$ cat config.mk
export PLATFORM = sky130hd
export DESIGN_NAME = ufc_top
export DESIGN_NICKNAME = d
export VERILOG_FILES = /design/src/core/ufc_pkg.sv /design/src/core/ufc_fifo.sv /design/src/core/ufc_top.sv
export SDC_FILE = /design/constraint.sdc
export NUM_CORES = 2
export LEC_CHECK = 0
export BUFFER_PORTS_ARGS = -buffer_cell sky130_fd_sc_hd__buf_4
export CORE_ASPECT_RATIO = 0.6
export CORE_MARGIN = 3
export CORE_UTILIZATION = 50
export CTS_BUF_LIST = sky130_fd_sc_hd__clkbuf_8
export DETAILED_ROUTE_END_ITERATION = 16
export GPL_ROUTABILITY_DRIVEN = 0
export PLACE_DENSITY = 0.7
export SYNTH_ARGS = -nofsm -noshare
export SYNTH_HDL_FRONTEND = slang
export SYNTH_HIERARCHICAL = 1
export SYNTH_SLANG_ARGS = --single-unit
export TNS_END_PERCENT = 10
$ cat constraint.sdc
create_clock -name aclk -period 4.6 [get_ports aclk]
set_input_delay 0.46 -clock aclk [delete_from_list [all_inputs] [get_ports aclk]]
set_output_delay 0.46 -clock aclk [all_outputs]
set_load 0.03 [all_outputs]
$ cat src/core/ufc_pkg.sv
/*
  shared constants for the uart fifo control block: register map, control
  field positions, trigger tables, reset values, interrupt event layout.
  assumes a 32-bit axi4-lite register bus with 8-bit byte addresses.
*/
package ufc_pkg;
  // structure
  localparam int NUM_CH = 2;
  localparam int FIFO_DEPTH = 32;
  localparam int CNT_W = 6;
  localparam logic [5:0] CNT_FULL = 6'h20;
  localparam logic [5:0] CNT_ONE = 6'h01;

  // per-channel register offsets inside a 0x20 byte window
  localparam logic [4:0] OFF_CTRL = 5'h00;
  localparam logic [4:0] OFF_DATA = 5'h04;
  localparam logic [4:0] OFF_RXLVL = 5'h08;
  localparam logic [4:0] OFF_TXLVL = 5'h0C;
  localparam logic [4:0] OFF_FLO = 5'h10;
  localparam logic [4:0] OFF_FHI = 5'h14;
  localparam logic [4:0] OFF_STAT = 5'h18;
  localparam logic [7:0] ADDR_IRQ_STS = 8'h40;
  localparam logic [7:0] ADDR_IRQ_MASK = 8'h44;

  // fifo_control field positions
  localparam int CTL_FEN = 0;
  localparam int CTL_RXCLR = 1;
  localparam int CTL_TXCLR = 2;
  localparam int CTL_DMA = 3;
  localparam int CTL_TXSEL = 4;
  localparam int CTL_RXSEL = 6;

  // trigger levels in bytes for the two-bit select fields
  localparam logic [7:0] RX_TRIG_00 = 8'h08;
  localparam logic [7:0] RX_TRIG_01 = 8'h10;
  localparam logic [7:0] RX_TRIG_10 = 8'h18;
  localparam logic [7:0] RX_TRIG_11 = 8'h1C;
  localparam logic [7:0] TX_TRIG_00 = 8'h10;
  localparam logic [7:0] TX_TRIG_01 = 8'h08;
  localparam logic [7:0] TX_TRIG_10 = 8'h18;
  localparam logic [7:0] TX_TRIG_11 = 8'h1E;
  localparam logic [7:0] NOFIFO_TRIG = 8'h01;

  // reset values
  localparam logic [7:0] CTL_RST = 8'h00;
  localparam logic [7:0] LVL_RST = 8'h00;
  localparam logic [7:0] MASK_RST = 8'h00;

  // interrupt status layout: four events per channel
  localparam int EV_RX_TRIG = 0;
  localparam int EV_TX_LOW = 1;
  localparam int EV_RX_TO = 2;
  localparam int EV_RX_OVR = 3;
  localparam int EV_PER_CH = 4;

  // axi responses
  localparam logic [1:0] RESP_OKAY = 2'h0;
  localparam logic [1:0] RESP_DECERR = 2'h3;
endpackage : ufc_pkg

$ cat src/core/ufc_fifo.sv
/*
  byte fifo of 32 entries with synchronous clear; with the fifo switched
  off it holds a single byte. assumes fill and drain run on aclk.
*/
`timescale 1ns/100ps
`default_nettype none
module ufc_fifo (
  // clock, reset, enable
  input wire logic aclk,
  input wire logic aresetn,
  input wire logic ce,
  // control
  input wire logic clear,
  input wire logic fifo_on,
  // fill side
  input wire logic push,
  input wire logic [7:0] push_data,
  // drain side
  input wire logic pop,
  output logic [7:0] head,
  // status
  output logic [ufc_pkg::CNT_W-1:0] count,
  output logic full,
  output logic empty
);
  typedef struct packed {
    logic [ufc_pkg::FIFO_DEPTH-1:0][7:0] mem;
    logic [4:0] wp;
    logic [4:0] rp;
    logic [ufc_pkg::CNT_W-1:0] cnt;
  } ufc_fifo_st_t;

  ufc_fifo_st_t st_ff;
  ufc_fifo_st_t nxt_st;
  logic do_push;
  logic do_pop;

  // status taken straight from the registered state
  assign full = st_ff.cnt >= (fifo_on ? ufc_pkg::CNT_FULL : ufc_pkg::CNT_ONE);
  assign empty = st_ff.cnt == '0;
  assign count = st_ff.cnt;
  assign head = st_ff.mem[st_ff.rp];

  // next state; clear beats any push or pop in the same cycle
  always_comb begin
    nxt_st = st_ff;
    do_push = push && !full;
    do_pop = pop && !empty;
    if (clear) begin
      nxt_st.wp = '0;
      nxt_st.rp = '0;
      nxt_st.cnt = '0;
    end else begin
      if (do_push) begin
        nxt_st.mem[st_ff.wp] = push_data;
        nxt_st.wp = st_ff.wp + 5'h01;
      end
      if (do_pop) begin
        nxt_st.rp = st_ff.rp + 5'h01;
      end
      case ({do_push, do_pop})
        2'b10: nxt_st.cnt = st_ff.cnt + ufc_pkg::CNT_ONE;
        2'b01: nxt_st.cnt = st_ff.cnt - ufc_pkg::CNT_ONE;
        default: nxt_st.cnt = st_ff.cnt;
      endcase
    end
  end

  // state register, frozen while ce is low
  always_ff @(posedge aclk) begin
    if (!aresetn) begin
      st_ff <= '0;
    end else if (ce) begin
      st_ff <= nxt_st;
    end
  end
endmodule : ufc_fifo
`default_nettype wire

$ cat src/core/ufc_top.sv
/*
  fifo control and dma ready pins for two uart channels behind an
  axi4-lite slave, with sticky event status, mask and one interrupt.
  assumes transmitter and receiver logic on aclk drive tx_take, rx_char.
*/
// How it works
// - receive fifo keeps taking bytes past the trigger until completely full
// - rx select bits 7:6 pick trigger 8, 16, 24 or 28 bytes
// - receive event raised when rx fill reaches the selected trigger
// - tx select bits 5:4 pick trigger 16, 8, 24 or 30 bytes
// - transmit event raised when tx fill drops below the trigger
// - any nonzero extended level register makes level registers the triggers
// - control bit 3 picks dma mode 0 (reset) or mode 1
// - mode 0 or no fifo: tx ready low while tx empty, high once loaded
// - mode 0 or no fifo: rx ready low while any byte held
// - mode 1: tx ready low below trigger, high when tx completely full
// - mode 1: rx ready low at trigger or timeout, high once empty
// - writing control bit 2 empties tx fifo, bit then clears itself
// - writing control bit 1 empties rx fifo, bit then clears itself
// - control bit 0 enables both fifos; clear means single-byte holding
// - mode 0: rx ready goes low when the holding stage gets a byte
`timescale 1ns/100ps
`default_nettype none
module ufc_top (
  // clock, reset, enable
  input wire logic aclk,
  input wire logic aresetn,
  input wire logic ce,
  // axi4-lite write address and data
  input wire logic [7:0] s_axi_awaddr,
  input wire logic s_axi_awvalid,
  output logic s_axi_awready,
  input wire logic [31:0] s_axi_wdata,
  input wire logic [3:0] s_axi_wstrb,
  input wire logic s_axi_wvalid,
  output logic s_axi_wready,
  // axi4-lite write response
  output logic [1:0] s_axi_bresp,
  output logic s_axi_bvalid,
  input wire logic s_axi_bready,
  // axi4-lite read
  input wire logic [7:0] s_axi_araddr,
  input wire logic s_axi_arvalid,
  output logic s_axi_arready,
  output logic [31:0] s_axi_rdata,
  output logic [1:0] s_axi_rresp,
  output logic s_axi_rvalid,
  input wire logic s_axi_rready,
  // transmitter side, per channel
  input wire logic [1:0] tx_take,
  output logic [1:0][7:0] tx_char,
  output logic [1:0] tx_char_valid,
  // receiver side, per channel
  input wire logic [1:0] rx_char_valid,
  input wire logic [1:0][7:0] rx_char,
  input wire logic [1:0] rx_timeout,
  // dma ready pins and interrupt
  output logic [1:0] transmit_ready_n,
  output logic [1:0] receive_ready_n,
  output logic irq
);
  typedef struct packed {
    logic aw_have;
    logic [7:0] aw_addr;
    logic w_have;
    logic [31:0] w_data;
    logic [3:0] w_strb;
    logic bvalid;
    logic [1:0] bresp;
    logic rvalid;
    logic [31:0] rdata;
    logic [1:0] rresp;
    logic [1:0] fen;
    logic [1:0] dma1;
    logic [1:0] txclr;
    logic [1:0] rxclr;
    logic [1:0][1:0] rxsel;
    logic [1:0][1:0] txsel;
    logic [1:0][7:0] rxlvl;
    logic [1:0][7:0] txlvl;
    logic [1:0][7:0] flo;
    logic [1:0][7:0] fhi;
    logic [1:0] tx_pin_n;
    logic [1:0] rx_pin_n;
    logic [1:0] rx_hit_d;
    logic [1:0] tx_low_d;
    logic [7:0] irq_sts;
    logic [7:0] irq_mask;
  } ufc_state_t;

  ufc_state_t st_ff;
  ufc_state_t nxt_st;
  logic wr_fire;
  logic ar_fire;
  logic [1:0] tx_push;
  logic [1:0] rx_pop;
  logic [1:0] wr_ctl;
  logic [7:0] evt;
  logic [7:0] sts_clr;
  logic [1:0][5:0] tx_cnt;
  logic [1:0][5:0] rx_cnt;
  logic [1:0] tx_full;
  logic [1:0] rx_full;
  logic [1:0] tx_empty;
  logic [1:0] rx_empty;
  logic [1:0][7:0] rx_head;
  logic [1:0] ext;
  logic [1:0][7:0] rx_trig;
  logic [1:0][7:0] tx_trig;
  logic [1:0] rx_hit;
  logic [1:0] tx_low;

  // rx select field to byte count
  function automatic logic [7:0] rx_table(input logic [1:0] s);
    case (s)
      2'b00: rx_table = ufc_pkg::RX_TRIG_00;
      2'b01: rx_table = ufc_pkg::RX_TRIG_01;
      2'b10: rx_table = ufc_pkg::RX_TRIG_10;
      default: rx_table = ufc_pkg::RX_TRIG_11;
    endcase
  endfunction : rx_table

  // tx select field to byte count
  function automatic logic [7:0] tx_table(input logic [1:0] s);
    case (s)
      2'b00: tx_table = ufc_pkg::TX_TRIG_00;
      2'b01: tx_table = ufc_pkg::TX_TRIG_01;
      2'b10: tx_table = ufc_pkg::TX_TRIG_10;
      default: tx_table = ufc_pkg::TX_TRIG_11;
    endcase
  endfunction : tx_table

  // address decode shared by reads and writes
  function automatic logic reg_hit(input logic [7:0] a);
    reg_hit = (a == ufc_pkg::ADDR_IRQ_STS) || (a == ufc_pkg::ADDR_IRQ_MASK)
      || (a[7:6] == 2'b00 && a[1:0] == 2'b00 && a[4:0] <= ufc_pkg::OFF_STAT);
  endfunction : reg_hit

  // per-channel fifos and trigger selection
  for (genvar c = 0; c < ufc_pkg::NUM_CH; c++) begin : g_ch
    ufc_fifo u_tx (
      .aclk(aclk),
      .aresetn(aresetn),
      .ce(ce),
      .clear(st_ff.txclr[c]),
      .fifo_on(st_ff.fen[c]),
      .push(tx_push[c]),
      .push_data(st_ff.w_data[7:0]),
      .pop(tx_take[c]),
      .head(tx_char[c]),
      .count(tx_cnt[c]),
      .full(tx_full[c]),
      .empty(tx_empty[c])
    );
    ufc_fifo u_rx (
      .aclk(aclk),
      .aresetn(aresetn),
      .ce(ce),
      .clear(st_ff.rxclr[c]),
      .fifo_on(st_ff.fen[c]),
      .push(rx_char_valid[c]),
      .push_data(rx_char[c]),
      .pop(rx_pop[c]),
      .head(rx_head[c]),
      .count(rx_cnt[c]),
      .full(rx_full[c]),
      .empty(rx_empty[c])
    );
    assign tx_char_valid[c] = !tx_empty[c];
    // extended levels override the select fields
    assign ext[c] = |{st_ff.rxlvl[c], st_ff.txlvl[c], st_ff.flo[c],
      st_ff.fhi[c]};
    assign rx_trig[c] = !st_ff.fen[c] ? ufc_pkg::NOFIFO_TRIG
      : ext[c] ? st_ff.rxlvl[c] : rx_table(st_ff.rxsel[c]);
    assign tx_trig[c] = !st_ff.fen[c] ? ufc_pkg::NOFIFO_TRIG
      : ext[c] ? st_ff.txlvl[c] : tx_table(st_ff.txsel[c]);
    assign rx_hit[c] = {2'b00, rx_cnt[c]} >= rx_trig[c];
    assign tx_low[c] = {2'b00, tx_cnt[c]} < tx_trig[c];

  end

  // bus handshakes; everything stalls while ce is low
  assign s_axi_awready = ce && !st_ff.aw_have && !st_ff.bvalid;
  assign s_axi_wready = ce && !st_ff.w_have && !st_ff.bvalid;
  assign s_axi_arready = ce && !st_ff.rvalid;
  assign s_axi_bvalid = st_ff.bvalid;
  assign s_axi_bresp = st_ff.bresp;
  assign s_axi_rvalid = st_ff.rvalid;
  assign s_axi_rdata = st_ff.rdata;
  assign s_axi_rresp = st_ff.rresp;
  assign transmit_ready_n = st_ff.tx_pin_n;
  assign receive_ready_n = st_ff.rx_pin_n;
  assign irq = |(st_ff.irq_sts & st_ff.irq_mask);

  // register file, bus slave, events and ready pins
  always_comb begin
    logic wch;
    logic rch;
    logic [7:0] d;
    nxt_st = st_ff;
    wch = st_ff.aw_addr[5];
    rch = s_axi_araddr[5];
    d = st_ff.w_data[7:0];
    wr_fire = st_ff.aw_have && st_ff.w_have && !st_ff.bvalid;
    ar_fire = s_axi_arvalid && s_axi_arready;
    tx_push = '0;
    rx_pop = '0;
    wr_ctl = '0;
    evt = '0;
    sts_clr = '0;
    nxt_st.txclr = '0;
    nxt_st.rxclr = '0;
    if (s_axi_awvalid && s_axi_awready) begin
      nxt_st.aw_have = 1'b1;
      nxt_st.aw_addr = s_axi_awaddr;
    end
    if (s_axi_wvalid && s_axi_wready) begin
      nxt_st.w_have = 1'b1;
      nxt_st.w_data = s_axi_wdata;
      nxt_st.w_strb = s_axi_wstrb;
    end
    if (st_ff.bvalid && s_axi_bready) begin
      nxt_st.bvalid = 1'b0;
    end
    if (st_ff.rvalid && s_axi_rready) begin
      nxt_st.rvalid = 1'b0;
    end
    // write side: both halves held, answer next cycle
    if (wr_fire) begin
      nxt_st.aw_have = 1'b0;
      nxt_st.w_have = 1'b0;
      nxt_st.bvalid = 1'b1;
      nxt_st.bresp = reg_hit(st_ff.aw_addr) ? ufc_pkg::RESP_OKAY
        : ufc_pkg::RESP_DECERR;
      if (reg_hit(st_ff.aw_addr) && st_ff.w_strb[0]) begin
        if (st_ff.aw_addr == ufc_pkg::ADDR_IRQ_MASK) begin
          nxt_st.irq_mask = d;
        end else if (!st_ff.aw_addr[6]) begin
          case (st_ff.aw_addr[4:0])
            ufc_pkg::OFF_CTRL: begin
              wr_ctl[wch] = 1'b1;
              nxt_st.fen[wch] = d[ufc_pkg::CTL_FEN];
              nxt_st.dma1[wch] = d[ufc_pkg::CTL_DMA];
              nxt_st.txsel[wch] = d[ufc_pkg::CTL_TXSEL +: 2];
              nxt_st.rxsel[wch] = d[ufc_pkg::CTL_RXSEL +: 2];
              // toggling the enable flushes both fifos
              nxt_st.txclr[wch] = d[ufc_pkg::CTL_TXCLR]
                || (d[ufc_pkg::CTL_FEN] != st_ff.fen[wch]);
              nxt_st.rxclr[wch] = d[ufc_pkg::CTL_RXCLR]
                || (d[ufc_pkg::CTL_FEN] != st_ff.fen[wch]);
            end
            ufc_pkg::OFF_DATA: tx_push[wch] = 1'b1;
            ufc_pkg::OFF_RXLVL: nxt_st.rxlvl[wch] = d;
            ufc_pkg::OFF_TXLVL: nxt_st.txlvl[wch] = d;
            ufc_pkg::OFF_FLO: nxt_st.flo[wch] = d;
            ufc_pkg::OFF_FHI: nxt_st.fhi[wch] = d;
            default: ;
          endcase
        end
      end
    end
    // read side: data reads pop, status reads clear
    if (ar_fire) begin
      nxt_st.rvalid = 1'b1;
      nxt_st.rdata = '0;
      nxt_st.rresp = reg_hit(s_axi_araddr) ? ufc_pkg::RESP_OKAY
        : ufc_pkg::RESP_DECERR;
      if (s_axi_araddr == ufc_pkg::ADDR_IRQ_STS) begin
        nxt_st.rdata[7:0] = st_ff.irq_sts;
        sts_clr = st_ff.irq_sts;
      end else if (s_axi_araddr == ufc_pkg::ADDR_IRQ_MASK) begin
        nxt_st.rdata[7:0] = st_ff.irq_mask;
      end else if (reg_hit(s_axi_araddr)) begin
        case (s_axi_araddr[4:0])
          ufc_pkg::OFF_CTRL: nxt_st.rdata[7:0] = {st_ff.rxsel[rch],
            st_ff.txsel[rch], st_ff.dma1[rch], st_ff.txclr[rch],
            st_ff.rxclr[rch], st_ff.fen[rch]};
          ufc_pkg::OFF_DATA: begin
            nxt_st.rdata[7:0] = rx_empty[rch] ? 8'h00 : rx_head[rch];
            rx_pop[rch] = !rx_empty[rch];
          end
          ufc_pkg::OFF_RXLVL: nxt_st.rdata[7:0] = st_ff.rxlvl[rch];
          ufc_pkg::OFF_TXLVL: nxt_st.rdata[7:0] = st_ff.txlvl[rch];
          ufc_pkg::OFF_FLO: nxt_st.rdata[7:0] = st_ff.flo[rch];
          ufc_pkg::OFF_FHI: nxt_st.rdata[7:0] = st_ff.fhi[rch];
          ufc_pkg::OFF_STAT: begin
            nxt_st.rdata[5:0] = rx_cnt[rch];
            nxt_st.rdata[13:8] = tx_cnt[rch];
            nxt_st.rdata[16] = st_ff.rx_pin_n[rch];
            nxt_st.rdata[17] = st_ff.tx_pin_n[rch];
            nxt_st.rdata[18] = ext[rch];
          end
          default: ;
        endcase
      end
    end
    // per-channel events and dma ready pins
    for (int c = 0; c < ufc_pkg::NUM_CH; c++) begin
      evt[c * 4 + ufc_pkg::EV_RX_TRIG] = rx_hit[c] && !st_ff.rx_hit_d[c];
      evt[c * 4 + ufc_pkg::EV_TX_LOW] = tx_low[c] && !st_ff.tx_low_d[c];
      evt[c * 4 + ufc_pkg::EV_RX_TO] = rx_timeout[c];
      evt[c * 4 + ufc_pkg::EV_RX_OVR] = rx_char_valid[c] && rx_full[c];
      nxt_st.rx_hit_d[c] = rx_hit[c];
      nxt_st.tx_low_d[c] = tx_low[c];
      if (!st_ff.fen[c] || !st_ff.dma1[c]) begin
        nxt_st.tx_pin_n[c] = tx_cnt[c] != 6'h00;
        nxt_st.rx_pin_n[c] = rx_cnt[c] == 6'h00;
      end else begin
        if (tx_full[c]) begin
          nxt_st.tx_pin_n[c] = 1'b1;
        end else if (tx_low[c]) begin
          nxt_st.tx_pin_n[c] = 1'b0;
        end
        if (rx_hit[c] || rx_timeout[c]) begin
          nxt_st.rx_pin_n[c] = 1'b0;
        end else if (rx_cnt[c] == 6'h00) begin
          nxt_st.rx_pin_n[c] = 1'b1;
        end
      end
    end
    // a new event wins over the read that clears it
    nxt_st.irq_sts = (st_ff.irq_sts & ~sts_clr) | evt;
  end

  // state register, frozen while ce is low
  always_ff @(posedge aclk) begin
    if (!aresetn) begin
      st_ff <= '0;
      st_ff.tx_pin_n <= 2'b00;
      st_ff.rx_pin_n <= 2'b11;
      st_ff.irq_mask <= ufc_pkg::MASK_RST;
    end else if (ce) begin
      st_ff <= nxt_st;
    end
  end
endmodule : ufc_top
`default_nettype wire

==> summary.txt <==
Outcome
  • Status: completed

Routing
  • Routed WL per cell: 21.99 um
  • Antenna Nets Post-Route: 0
  • Residual DRC count: 0
  • Routed WL: 162.5 mm
  • Vias per cell: 5.995
  • DRT Pass-1 Iters: 10
  • Via count: 44280
  • Starting DRC count in detailed routing: 5117

STA
  • Final period utilization: 89.18%
  • RSZ-0062 raised after global routing: no
  • Layout Skew: 0.03990 ns
  • Final hold violation count: 0
  • Minimum clock period: 4.102 ns
  • Final setup fails: 0
  • Normalized max-slew margin: 12.03%
  • Fmax: 0.2438 GHz
  • Slew Limit Fails: 0
  • Least-Margin Pin Slew: 1.310 ns
  • Setup_tns: 0 ns

CTS
  • Clk slew on worst S/H paths: 0.07 ns
  • TritonCTS buffer count: 179
  • Clk Latency, worst-skew pair: 0.90 ns
  • TritonCTS Sinks: 1232
  • Post-CTS Setup Bufs: 0
  • H-tree depth: 4
  • Root Driver: clkbuf_8
  • CTS tree: done
  • Max clock buf depth: 3

Logic synthesis
  • Synthesized flop and latch total: 1232
  • Synth area leaders: dfxtp_1, mux2i_1, mux4_2
  • Share of the synthesized area in the top cell type: 41.53%
  • Async set-reset flop share out of synthesis: 0%
  • Ys flop type: dfxtp_1
  • Syn Inst Count: 5767
  • Syn avg cell area: 10.30 um^2
  • Count of cell types in the netlist: 91
  • Post-synth top cells: dfxtp_1, nor2_1, mux2i_1
  • Post-synthesis sequential area ratio: 41.53%
  • Cell taking the most area after synthesis: dfxtp_1
  • Top-count cell post-synth: dfxtp_1
  • EDFF count, synth: 0
  • Synth warn: 6
  • Mapped cell area: 59390 um^2

Critical path
  • Startpoint types: flop
  • Critical Path RT: 4.14 ns
  • Critical path arrival: 3.64 ns
  • CP max FO: 32
  • Critical Path End Type: output port
  • Setup Crit Path Kind: reg -> out

Global routing
  • Grt met3 use: 6.021%
  • Vias in the first global route: 42200
  • GRT busiest layer: met1
  • Pin count of the biggest net entering global routing: 169
  • Antenna violations before repair: 9
  • GR Util met2: 36.78%
  • Global route overflow: 0
  • Met1 Usage GRT: 38.89%
  • Gr usage total: 25.89%
  • First-pass GRT wire length: 252.3 mm

Pwr
  • Leakage: 0.02802 uW
  • IR drop worst, VDD: 286.4 uV
  • PwrDens: 332.6 nW/um^2

Floorplan
  • Starting Density: 50.66%
  • Top-level I/O count: 146
  • Core Area: 117200 um^2
  • Die Wd: 450.9 um
  • Die Y: 273.0 um
  • Die area: 123100 um^2
  • Cell row count: 97

Hold path
  • Min-delay worst type: in -> reg

Placement
  • Placed instance count: 7020
  • Final HPWL DP: 105.1 mm
  • IO Port Bufs: 103

Finish
  • Multi-input gate area: 31910 um^2
  • Layout cells sized above 1: 17.20%
  • Layout filler cell count: 10020
  • Reg area: 24720 um^2
  • Area Growth Syn to Fin: 8.731%
  • Post-layout util: 55.08%
  • Fin cells: 7387
  • Final nets: 5813

Job
  • Max-cap violations: 0
[worst paths after layout]
check	startpoint	end	slack [ns]	cells after the start
hold reg to reg	g_ch[0].u_rx/st_ff[245]$_SDFFE_PN0P_	g_ch[0].u_rx/st_ff[245]$_SDFFE_PN0P_	0.45	2
setup reg to reg	st_ff[179]$_SDFFE_PN0P_	g_ch[1].u_tx/count[5]$_SDFFE_PN0P_	0.56	13
hold / removal	s_axi_wvalid	st_ff[147]$_SDFFE_PN0P_	0.07	5
setup / recovery	g_ch[1].u_tx/st_ff[6]$_SDFFE_PN0P_	tx_char[9]	0.50	5
[per-stage QoR]
| step | power, uW | cell area [um^2] | worst slack (ns) | hold WS, ns |
|---|---|---|---|---|
| 3_3_place_gp | 12430 | 60410 | 0.6066 | 0.4381 |
| 4_1_cts | 21610 | 64560 | 0.4108 | 0.003753 |
| 3_5_place_dp | 12460 | 60410 | 0.5166 | 0.4437 |
| 5_1_grt | 22240 | 64570 | 0.3313 | 0.1102 |
| 2_1_floorplan | 12100 | 59440 | 0.1671 | 0.4331 |
| 6_report | 21480 | 64570 | 0.4979 | 0.06630 |
[per-layer routing]
layer / wire, um / part of all wire (%)
met5: 38 / 0.023
met4: 3864 / 2.4
met3: 15750 / 9.7
met2: 67970 / 42
met1: 74840 / 46
[kinds of logic (layout without fill, tap and decap cells)]
logic type,after synthesis,in the layout,share of synthesized area [%]
and+or+nand+nor,1983,1983,17.50
DFF,1232,1232,41.53
muxes,1204,1204,27.15
AOI/OAI and AO/OA,653,653,6.900
buffers and inverters,594,611,4.936
adders and majority gates,70,70,1.525
xor gates and xnor gates,30,30,0.4551
other,1,20,0.006314
[layout make-up]
cell class | count | area share [%]
Timing Repair Buffer | 230 | 3.044
Clock buffer | 225 | 4.796
Tap cell | 1584 | 3.069
Antenna cell | 5 | 0.01938
Inverter | 63 | 0.4088
Multi-Input combinational cell | 3955 | 49.42
Sequential cell | 1232 | 38.29
Clock inverter | 93 | 0.9572
[worst max-delay path: stages, from the launching register on]
cell and delay [ns]:
dfxtp_4 0.80, buf_4 0.33, mux4_2 0.55, mux4_2 0.55, mux2_2 0.32, buf_4 0.17
[timing repair]
action	in CTS	in global routing
hold buffers	44	0
endpoints found under the hold margin	310	0
resized for setup	0	0
setup endpoints to repair	0	0
[registers in the layout, indices dropped and copies added, names as in the netlist]
name / flops
receive_ready_n: 2
s_axi_rvalid: 1
s_axi_bresp: 1
transmit_ready_n: 2
g_ch.u_tx/st_ff: 532
g_ch.u_tx/count: 12
g_ch.u_rx/st_ff: 532
st_ff: 119
g_ch.u_rx/count: 12
s_axi_rdata: 17
s_axi_rresp: 1
s_axi_bvalid: 1
[placed cells by master, fill, tap and decap left out, types with 18 or more instances in the layout]
| master | netlist | final |
|---|---|---|
| o21ai_0 | 63 | 63 |
| mux2i_1 | 848 | 848 |
| a22oi_1 | 26 | 26 |
| mux4_2 | 322 | 322 |
| nand2_1 | 458 | 458 |
| clkinv_2 | 0 | 19 |
| clkbuf_8 | 0 | 225 |
| dlygate4sd3_1 | 0 | 44 |
| nor2_1 | 863 | 862 |
| mux2_2 | 34 | 34 |
| dfxtp_1 | 1232 | 1215 |
| nand4_4 | 95 | 95 |
| buf_4 | 77 | 175 |
| nor4_1 | 25 | 25 |
| nand3_1 | 292 | 292 |
| and2_1 | 18 | 18 |
| nand4_1 | 26 | 26 |
| nor2b_1 | 71 | 71 |
| ha_1 | 66 | 66 |
| o21ai_1 | 24 | 24 |
| a21boi_0 | 56 | 56 |
| inv_1 | 55 | 105 |
| a21oi_1 | 316 | 316 |
[where the power goes]
group	switching (uW)	internal, uW	leakage [uW]
Clock	4400	4800	0.00211
Combinational	901	451	0.0160
Sequential	203	10700	0.00994
Total	5500	16000	0.0280
Power figures use the tool's default switching activity.
